File: src/omc_pkg.sv
// Purpose: shared constants and types for the operating mode configuration block
// Assumes: 16-bit processor address, 8-bit data, one clock equal to the E cycle
// Notes:   mode numbers follow the binary value of the three latched mode bits
package omc_pkg;
    // mode numbers
    localparam logic [2:0] MODE_MUX_TEST    = 3'h0;
    localparam logic [2:0] MODE_MUX_BOTH    = 3'h1;
    localparam logic [2:0] MODE_MUX_RAM     = 3'h2;
    localparam logic [2:0] MODE_MUX_NONE    = 3'h3;
    localparam logic [2:0] MODE_SC_TEST     = 3'h4;
    localparam logic [2:0] MODE_NMUX        = 3'h5;
    localparam logic [2:0] MODE_MUX_PARTIAL = 3'h6;
    localparam logic [2:0] MODE_SC          = 3'h7;

    // port 2 data register fields
    localparam int         P2_SWITCH_BIT  = 5;
    localparam int         P2_MODE_LSB    = 5;
    localparam int         P2_MODE_MSB    = 7;

    // memory map
    localparam logic [15:0] REG_FIRST      = 16'h0000;
    localparam logic [15:0] REG_LAST       = 16'h001F;
    localparam logic [15:0] RAM_FIRST      = 16'h0080;
    localparam logic [15:0] RAM_LAST       = 16'h00FF;
    localparam logic [7:0]  RAM_PAGE_FIRST = 8'h80;
    localparam logic [15:0] ROM_FIRST      = 16'hF800;
    localparam logic [15:0] EXT_NMUX_FIRST = 16'h0100;
    localparam logic [15:0] EXT_NMUX_LAST  = 16'h01FF;
    localparam logic [15:0] RESET_VECTOR   = 16'hFFFE;
    localparam logic [7:0]  VEC_PAGE_OFS   = 8'hFE;

    // reset vector stays external this many E cycles after reset rises in mode 0
    localparam logic [1:0]  VEC_EXT_CYCLES = 2'h2;

    typedef enum logic [1:0] {
        P3_IO,
        P3_DATA,
        P3_MUX
    } omc_p3_fn_e;

    typedef enum logic {
        VEC_EXTERNAL,
        VEC_INTERNAL
    } omc_vec_e;
endpackage

File: src/omc_top.sv
// Purpose: operating mode latch and decode, port 3/4 and control line routing
// Assumes: core_clk_i is the E clock; the mode pins are driven while reset is low
// Notes:   the port 3 and port 4 registers live outside; this block steers them and only watches port 2 writes
`timescale 1ns/1ps
module omc_top (
    input  wire logic        core_clk_i,
    input  wire logic        rst_b_i,
    input  wire logic        mode_pin_hi_i,
    input  wire logic        mode_pin_mid_i,
    input  wire logic        mode_pin_lo_i,
    input  wire logic [15:0] cpu_addr_i,
    input  wire logic        cpu_access_i,
    input  wire logic        cpu_rd_wr_i,
    input  wire logic [7:0]  cpu_wdata_i,
    input  wire logic        p2_data_wr_i,
    input  wire logic [7:0]  p2_wdata_i,
    input  wire logic        addr_strobe_i,
    input  wire logic [7:0]  p3_dout_i,
    input  wire logic [7:0]  p3_ddr_i,
    input  wire logic [7:0]  p4_dout_i,
    input  wire logic [7:0]  p4_ddr_i,
    input  wire logic        port3_output_strobe_i,
    input  wire logic        ctrl_line_one_i,
    output logic [2:0]       mode_o,
    output logic [2:0]       mode_bits_o,
    output logic             single_chip_o,
    output logic             expanded_nmux_o,
    output logic             expanded_mux_o,
    output logic             ram_en_o,
    output logic             rom_en_o,
    output logic             reg_sel_o,
    output logic             ram_sel_o,
    output logic             rom_sel_o,
    output logic             ext_sel_o,
    output logic             reset_vec_external_o,
    output logic [15:0]      reset_vec_addr_o,
    output logic             p4_ddr_clear_o,
    output logic [7:0]       p3_pin_o,
    output logic [7:0]       p3_oe_o,
    output logic [7:0]       p4_pin_o,
    output logic [7:0]       p4_oe_o,
    output logic [7:0]       p4_addr_lines_o,
    output logic             ctrl_line_one_o,
    output logic             ctrl_line_one_oe_o,
    output logic             ctrl_line_two_o,
    output logic             ctrl_line_two_oe_o,
    output logic             port3_input_strobe_o,
    output logic             external_range_select_o
);
    typedef struct packed {
        logic [2:0]        mode;
        omc_pkg::omc_vec_e vec;
        logic [1:0]        vec_cnt;
        logic              ddr_clr;
    } omc_state_s;

    omc_state_s state;
    omc_state_s next_state;
    logic       switch_req;
    logic       is_sc;
    logic       is_nmux;
    logic       is_mux;
    logic       range_sel;
    logic       wr_access;
    logic       p4_capable;
    logic       p4_force;
    logic [7:0] p4_addr_src;

    assign switch_req = p2_data_wr_i & p2_wdata_i[omc_pkg::P2_SWITCH_BIT];

    always_comb begin
        next_state         = state;
        next_state.ddr_clr = 1'b0;
        if (!rst_b_i) begin
            // sampled every reset cycle; the value at the release is what stays
            next_state.mode    = {mode_pin_hi_i, mode_pin_mid_i, mode_pin_lo_i};
            next_state.vec     = omc_pkg::VEC_EXTERNAL;
            next_state.vec_cnt = 2'h0;
        end else begin
            if (switch_req && state.mode == omc_pkg::MODE_SC_TEST) begin
                next_state.mode    = omc_pkg::MODE_NMUX;
                next_state.ddr_clr = 1'b1;
            end
            case (state.vec)
                omc_pkg::VEC_EXTERNAL: begin
                    next_state.vec_cnt = state.vec_cnt + 2'h1;
                    if (state.vec_cnt == omc_pkg::VEC_EXT_CYCLES - 2'h1) begin
                        next_state.vec = omc_pkg::VEC_INTERNAL;
                    end
                end
                omc_pkg::VEC_INTERNAL: next_state.vec = omc_pkg::VEC_INTERNAL;
                default:               next_state.vec = omc_pkg::VEC_INTERNAL;
            endcase
        end
    end

    always_ff @(posedge core_clk_i) begin
        state <= next_state;
    end

    assign is_sc   = state.mode == omc_pkg::MODE_SC || state.mode == omc_pkg::MODE_SC_TEST;
    assign is_nmux = state.mode == omc_pkg::MODE_NMUX;
    assign is_mux  = ~is_sc & ~is_nmux;

    assign mode_o          = state.mode;
    assign mode_bits_o     = state.mode;
    assign single_chip_o   = is_sc;
    assign expanded_nmux_o = is_nmux;
    assign expanded_mux_o  = is_mux;
    assign p4_ddr_clear_o  = state.ddr_clr;

    // the vector stays external only in mode 0 and only at first
    assign reset_vec_external_o = (state.mode == omc_pkg::MODE_MUX_TEST)
                                & (state.vec == omc_pkg::VEC_EXTERNAL);
    assign reset_vec_addr_o = (state.mode == omc_pkg::MODE_SC_TEST)
                            ? {cpu_addr_i[15:8], omc_pkg::VEC_PAGE_OFS}
                            : omc_pkg::RESET_VECTOR;

    omc_addr_dec u_dec (
        .mode_i      (state.mode),
        .addr_i      (cpu_addr_i),
        .access_i    (cpu_access_i),
        .reg_sel_o   (reg_sel_o),
        .ram_sel_o   (ram_sel_o),
        .rom_sel_o   (rom_sel_o),
        .ext_sel_o   (ext_sel_o),
        .range_sel_o (range_sel),
        .ram_en_o    (ram_en_o),
        .rom_en_o    (rom_en_o)
    );

    assign wr_access = cpu_access_i & ~cpu_rd_wr_i & ext_sel_o;

    // port 3 function
    always_comb begin
        if (is_nmux) begin
            p3_pin_o = cpu_wdata_i;
            p3_oe_o  = {8{wr_access}};
        end else if (is_mux) begin
            // address phase while the strobe is high, data phase after
            p3_pin_o = addr_strobe_i ? cpu_addr_i[7:0] : cpu_wdata_i;
            p3_oe_o  = {8{addr_strobe_i | wr_access}};
        end else begin
            p3_pin_o = p3_dout_i;
            p3_oe_o  = p3_ddr_i;
        end
    end

    // port 4: low address in mode 5, high address in multiplexed modes
    assign p4_capable  = is_nmux | (state.mode == omc_pkg::MODE_MUX_PARTIAL);
    assign p4_force    = is_mux & (state.mode != omc_pkg::MODE_MUX_PARTIAL);
    assign p4_addr_src = is_nmux ? cpu_addr_i[7:0] : cpu_addr_i[15:8];

    for (genvar i = 0; i < 8; i++) begin : g_p4
        omc_p4_line u_line (
            .addr_capable_i (p4_capable),
            .force_addr_i   (p4_force),
            .ddr_i          (p4_ddr_i[i]),
            .dout_i         (p4_dout_i[i]),
            .addr_bit_i     (p4_addr_src[i]),
            .pin_o          (p4_pin_o[i]),
            .oe_o           (p4_oe_o[i]),
            .addr_o         (p4_addr_lines_o[i])
        );
    end

    // control lines; the range select output is active high, line one carries it active low as a chip select in mode 5
    assign external_range_select_o = range_sel;
    assign port3_input_strobe_o    = is_sc & ctrl_line_one_i;
    assign ctrl_line_one_oe_o      = ~is_sc;
    assign ctrl_line_one_o         = is_nmux ? ~range_sel
                                   : (is_mux & addr_strobe_i);
    assign ctrl_line_two_oe_o      = 1'b1;
    assign ctrl_line_two_o         = is_sc ? port3_output_strobe_i
                                   : cpu_rd_wr_i;
endmodule

File: src/omc_p4_line.sv
// Purpose: one port 4 line, chooses between user data and an address bit
// Assumes: the direction bit comes from the port 4 direction register
// Notes:   no state; instantiated once per line
`timescale 1ns/1ps
module omc_p4_line (
    input  wire logic addr_capable_i,
    input  wire logic force_addr_i,
    input  wire logic ddr_i,
    input  wire logic dout_i,
    input  wire logic addr_bit_i,
    output logic      pin_o,
    output logic      oe_o,
    output logic      addr_o
);
    logic carries_addr;

    // a line set to output becomes an address line where the mode allows it
    assign carries_addr = force_addr_i | (addr_capable_i & ddr_i);
    assign addr_o       = carries_addr;
    assign pin_o        = carries_addr ? addr_bit_i : dout_i;
    assign oe_o         = carries_addr | ddr_i;
endmodule

File: src/omc_addr_dec.sv
// Purpose: memory map decode of internal registers, RAM, ROM and external space
// Assumes: address and access are valid in the same cycle
// Notes:   purely combinational
`timescale 1ns/1ps
module omc_addr_dec (
    input  wire logic [2:0]  mode_i,
    input  wire logic [15:0] addr_i,
    input  wire logic        access_i,
    output logic             reg_sel_o,
    output logic             ram_sel_o,
    output logic             rom_sel_o,
    output logic             ext_sel_o,
    output logic             range_sel_o,
    output logic             ram_en_o,
    output logic             rom_en_o
);
    logic ram_hit;
    logic rom_hit;
    logic reg_hit;
    logic nmux_hit;

    always_comb begin
        ram_en_o = 1'b1;
        rom_en_o = 1'b1;
        case (mode_i)
            omc_pkg::MODE_MUX_NONE: begin
                ram_en_o = 1'b0;
                rom_en_o = 1'b0;
            end
            omc_pkg::MODE_MUX_RAM: rom_en_o = 1'b0;
            omc_pkg::MODE_SC_TEST: rom_en_o = 1'b0;
            default: begin
                ram_en_o = 1'b1;
                rom_en_o = 1'b1;
            end
        endcase
    end

    // test mode 4 mirrors the RAM window into every 256-byte page
    assign ram_hit  = (mode_i == omc_pkg::MODE_SC_TEST)
                    ? (addr_i[7:0] >= omc_pkg::RAM_PAGE_FIRST)
                    : (addr_i >= omc_pkg::RAM_FIRST && addr_i <= omc_pkg::RAM_LAST);
    assign rom_hit  = addr_i >= omc_pkg::ROM_FIRST;
    assign reg_hit  = addr_i <= omc_pkg::REG_LAST;
    assign nmux_hit = addr_i >= omc_pkg::EXT_NMUX_FIRST
                    && addr_i <= omc_pkg::EXT_NMUX_LAST;

    assign reg_sel_o   = access_i & reg_hit;
    assign ram_sel_o   = access_i & ram_en_o & ram_hit & ~reg_hit;
    assign rom_sel_o   = access_i & rom_en_o & rom_hit & ~ram_hit;
    assign range_sel_o = access_i & (mode_i == omc_pkg::MODE_NMUX) & nmux_hit;

    always_comb begin
        case (mode_i)
            omc_pkg::MODE_SC, omc_pkg::MODE_SC_TEST: ext_sel_o = 1'b0;
            omc_pkg::MODE_NMUX:                      ext_sel_o = range_sel_o;
            default: ext_sel_o = access_i & ~reg_sel_o & ~ram_sel_o & ~rom_sel_o;
        endcase
    end
endmodule

File: config.mk
export PLATFORM = sky130hd
export DESIGN_NAME = omc_top
export DESIGN_NICKNAME = d
export VERILOG_FILES = /design/src/omc_pkg.sv /design/src/omc_top.sv /design/src/omc_p4_line.sv /design/src/omc_addr_dec.sv
export SDC_FILE = /design/constraint.sdc
export NUM_CORES = 1
export LEC_CHECK = 0
export BUFFER_PORTS_ARGS = -buffer_cell sky130_fd_sc_hd__buf_2
export CAP_MARGIN = 5
export CORE_UTILIZATION = 35
export DETAILED_ROUTE_END_ITERATION = 7
export HOLD_SLACK_MARGIN = 0.1
export PLACE_DENSITY_LB_ADDON = 0.08
export REMOVE_ABC_BUFFERS = 1
export SYNTH_ARGS = -nofsm -noshare
export SYNTH_HDL_FRONTEND = slang
export SYNTH_HIERARCHICAL = 1
export SYNTH_SLANG_ARGS = --single-unit
export TNS_END_PERCENT = 1
File: constraint.sdc
create_clock -name core_clk_i -period 5.7 [get_ports core_clk_i]
set_input_delay 1.14 -clock core_clk_i [delete_from_list [all_inputs] [get_ports core_clk_i]]
set_output_delay 1.14 -clock core_clk_i [all_outputs]
set_load 0.1 [all_outputs]
==> qor.yml <==
layout:
  drive_gt1_frac: 0.554
  nets: 373
  insertedDiodeCount: 0
  area_growth_syn_to_layout_pct: 53.5
  instances_no_fill: 342
setup_path:
  worst_setup_path_start_kind: "input port"
  cp_max_fo: 8
  critical_path_class: "input port to primary output"
  path_cells: "buf_2 -> or4_1 -> or4_1 -> or3_1 -> o41ai_1 -> nand2_1 -> o22ai_2 -> o21a_1 -> buf_2"
  r2r-end: "mode_bits_o[1]$_SDFFCE_PP0P_"
  cp.required_ns: 4.56
  crit_path_end_kind: "primary output"
  cp.arrival_ns: 3.77
  r2r_slack_ns: 3.35
  critPathSlowestCell: "or4_1"
  reg2reg_from: "mode_bits_o[2]$_SDFFCE_PP1P_"
  reg2regPathDepth: 4
  cp_slowest_stage_delay_ns: 0.55
global_routing:
  antenna_found_initial: 0
  grt_pass1_wl_mm: 5.59
  grt_usage: 0.197
  overflow: 0
  grt_max_degree: 19
  grt_pass1_vias: 1313
sta:
  max_freq_ghz: 0.204
  clock_skew_ns: 0.0000951
  finalCriticalPeriod_ns: 4.91
  slew_violations: 0
  worst_slack_ns: 0.792
  period_share: 0.861
  maxSlewHeadroom: 0.429
  rsz0062_at_grt: "false"
  setup_viol_count_final: 0
  holdWs_ns: 0.505
  finalHoldViolCount: 0
  fin_tns_setup_ns: 0
  tightest_slew_ns: 0.849
worst_hold_path:
  hold_path.class: "flop to flop"
  min_path_cells: 2
  min_to: "state[2]$_SDFFE_PN0N_"
  hp-start: "state[2]$_SDFFE_PN0N_"
synthesis:
  synth_seq_cells: 7
  yosysWarnings: 6
  synth.cell_area_sq_um: 1230
  ys_seq_area_frac: 0.138
  syn-instance-count: 168
  synth_edf_count: 3
  synth.distinct_cells: 40
  synth-async-reset-ratio: 0
  synth_top_flop_cell: "dfxtp_1"
  avgSynthCellArea_sq_um: 7.31
clock_tree:
  clk_pin_slew_ns: 0.05
  cts_tree: "yes"
  ctsRootBufferMaster: "clkbuf_4"
  cts_hold_buffers: 0
  postCtsSetupBuffers: 0
  insertion_delay_ns: 0.25
  cts_max_level: 1
  numCtsBuffers: 3
  clockBufferDepth: 2
  clkSinkCount: 7
  postCtsResizedCells: 0
routing:
  drc: 0
  via_count: 1646
  avgRoutedWirePerCell_um: 12.0
  first_pass_iters: 7
  totalWireLength_mm: 4.09
  dr.first_iter.drc_count: 44
  final_antenna_net_count: 0
  vias_per_cell: 4.81
die:
  die_h_um: 61.3
  dieArea_sq_um: 3750
  num_io_pins: 154
  fp.coreArea_sq_um: 3340
  dieWidth_um: 61.3
  num_rows: 21
  initial_core_util: 0.368
place:
  dpl.hpwl_mm: 3.37
  dpl.cell_count: 338
  globalplace.congestion: 0.738
  place_ws_ns: 0.799
  io_buffer_count: 137
power:
  ir_drop_mv: 0.178
  powerDensity_nw_per_um2: 305
  power_uw: 576
  p_leak_uw: 0.00109
outcome:
  outcome: "completed"
run:
  cap_violations: 0
-- cell type report --
cell class / count / area [sq um]
fillers: 372 / 1450
multi-input cells: 140 / 916
repair buffers: 137 / 686
flip-flops and latches: 7 / 170
well taps: 46 / 57.6
inverters: 8 / 30.0
clock buffers: 4 / 26.3
-- through the flow --
step                 util  area, sq um
global route        0.565         1890
floorplan               -         1120
detailed placement  0.557         1860
CTS                 0.565         1890
global placement    0.557         1860
finish              0.565         1890
-- sequential cells by signal (all words and copies together), names as in the netlist --
register	cells
state	3
p4_ddr_clear_o	1
mode_bits_o	3
-- cells in the final DEF, fill, tap and decap left out, types with 3 or more instances in the layout --
master / netlist / layout
or2_2: 10 / 10
or4_1: 3 / 3
conb_1: 2 / 9
mux2_4: 8 / 8
o22ai_1: 8 / 8
nor3_1: 4 / 4
o21a_1: 9 / 9
nor2_1: 8 / 8
dfxtp_1: 4 / 4
a2bb2oi_1: 8 / 8
a21oi_1: 3 / 3
inv_1: 7 / 7
edfxtp_1: 3 / 3
clkbuf_4: 0 / 3
buf_2: 3 / 137
nand2_1: 29 / 29
nand2b_1: 3 / 3
a21o_1: 8 / 8
or2b_1: 6 / 6
-- worst max-delay path by stage --
stage,cells past startpoint,slack (ns),start,to
6_report,9,0.79,cpu_addr_i[14],p3_oe_o[3]
5_1_grt,9,0.69,cpu_addr_i[14],p3_oe_o[3]
4_1_cts,9,0.80,cpu_addr_i[14],p3_oe_o[3]
3_5_place_dp,9,0.80,cpu_addr_i[14],p3_oe_o[3]
3_3_place_gp,9,0.85,cpu_addr_i[14],p3_oe_o[3]
2_1_floorplan,6,-4.03,mode_bits_o[0]$_SDFFCE_PP1P_,p3_oe_o[0]
-- cells by family after synthesis --
group / share of synthesized area
AO/OA/AOI/OAI: 0.264
XOR/XNOR: 0.0143
adder cells (fa/ha/maj): 0.0102
buffers and inverters: 0.137
flip-flops: 0.138
multiplexers: 0.107
other: 0.00611
AND/OR/NAND/NOR: 0.323
-- synth_stat cells (2+ instances only) --
library cell,instances,area [sq um]
or2_2,10,62.6
and3_1,2,12.5
o21a_1,9,67.6
inv_1,7,26.3
mux2_4,8,120
edfxtp_1,3,90.1
nor2_1,8,30.0
a2bb2oi_1,8,70.1
dfxtp_1,4,80.1
or4_1,3,22.5
buf_2,3,15.0
nor3_1,4,20.0
or2b_1,6,45.0
a21oi_1,3,15.0
buf_4,16,120
nand2b_1,3,18.8
nor2b_1,2,12.5
a21o_1,8,60.1
o22ai_1,8,50.1
nand4_1,2,12.5
conb_1,2,7.51
nand3_1,2,10.0
o21ai_0,2,10.0
nand2_1,29,109
-- per-layer routing --
| metal | GRT usage | share of wire |
|---|---|---|
| met3 | 0.0399 | 0.091 |
| met1 | 0.236 | 0.41 |
| met2 | 0.363 | 0.50 |
| met5 | 0 | 0 |
| met4 | 0.0390 | 0.0032 |
-- critical path: cells and delay by family --
family                 cells  cell delay (ns)
AOI/OAI and AO/OA          3             0.63
buffers and inverters      2             0.54
and+or+nand+nor            4             1.45
-- power by group --
group          switching, uW  internal (uW)
registers               9.90           61.7
clock network           17.2           26.6
logic                    374           86.4
total                    401            175
Note: power is estimated with default switching activity, not from simulation.
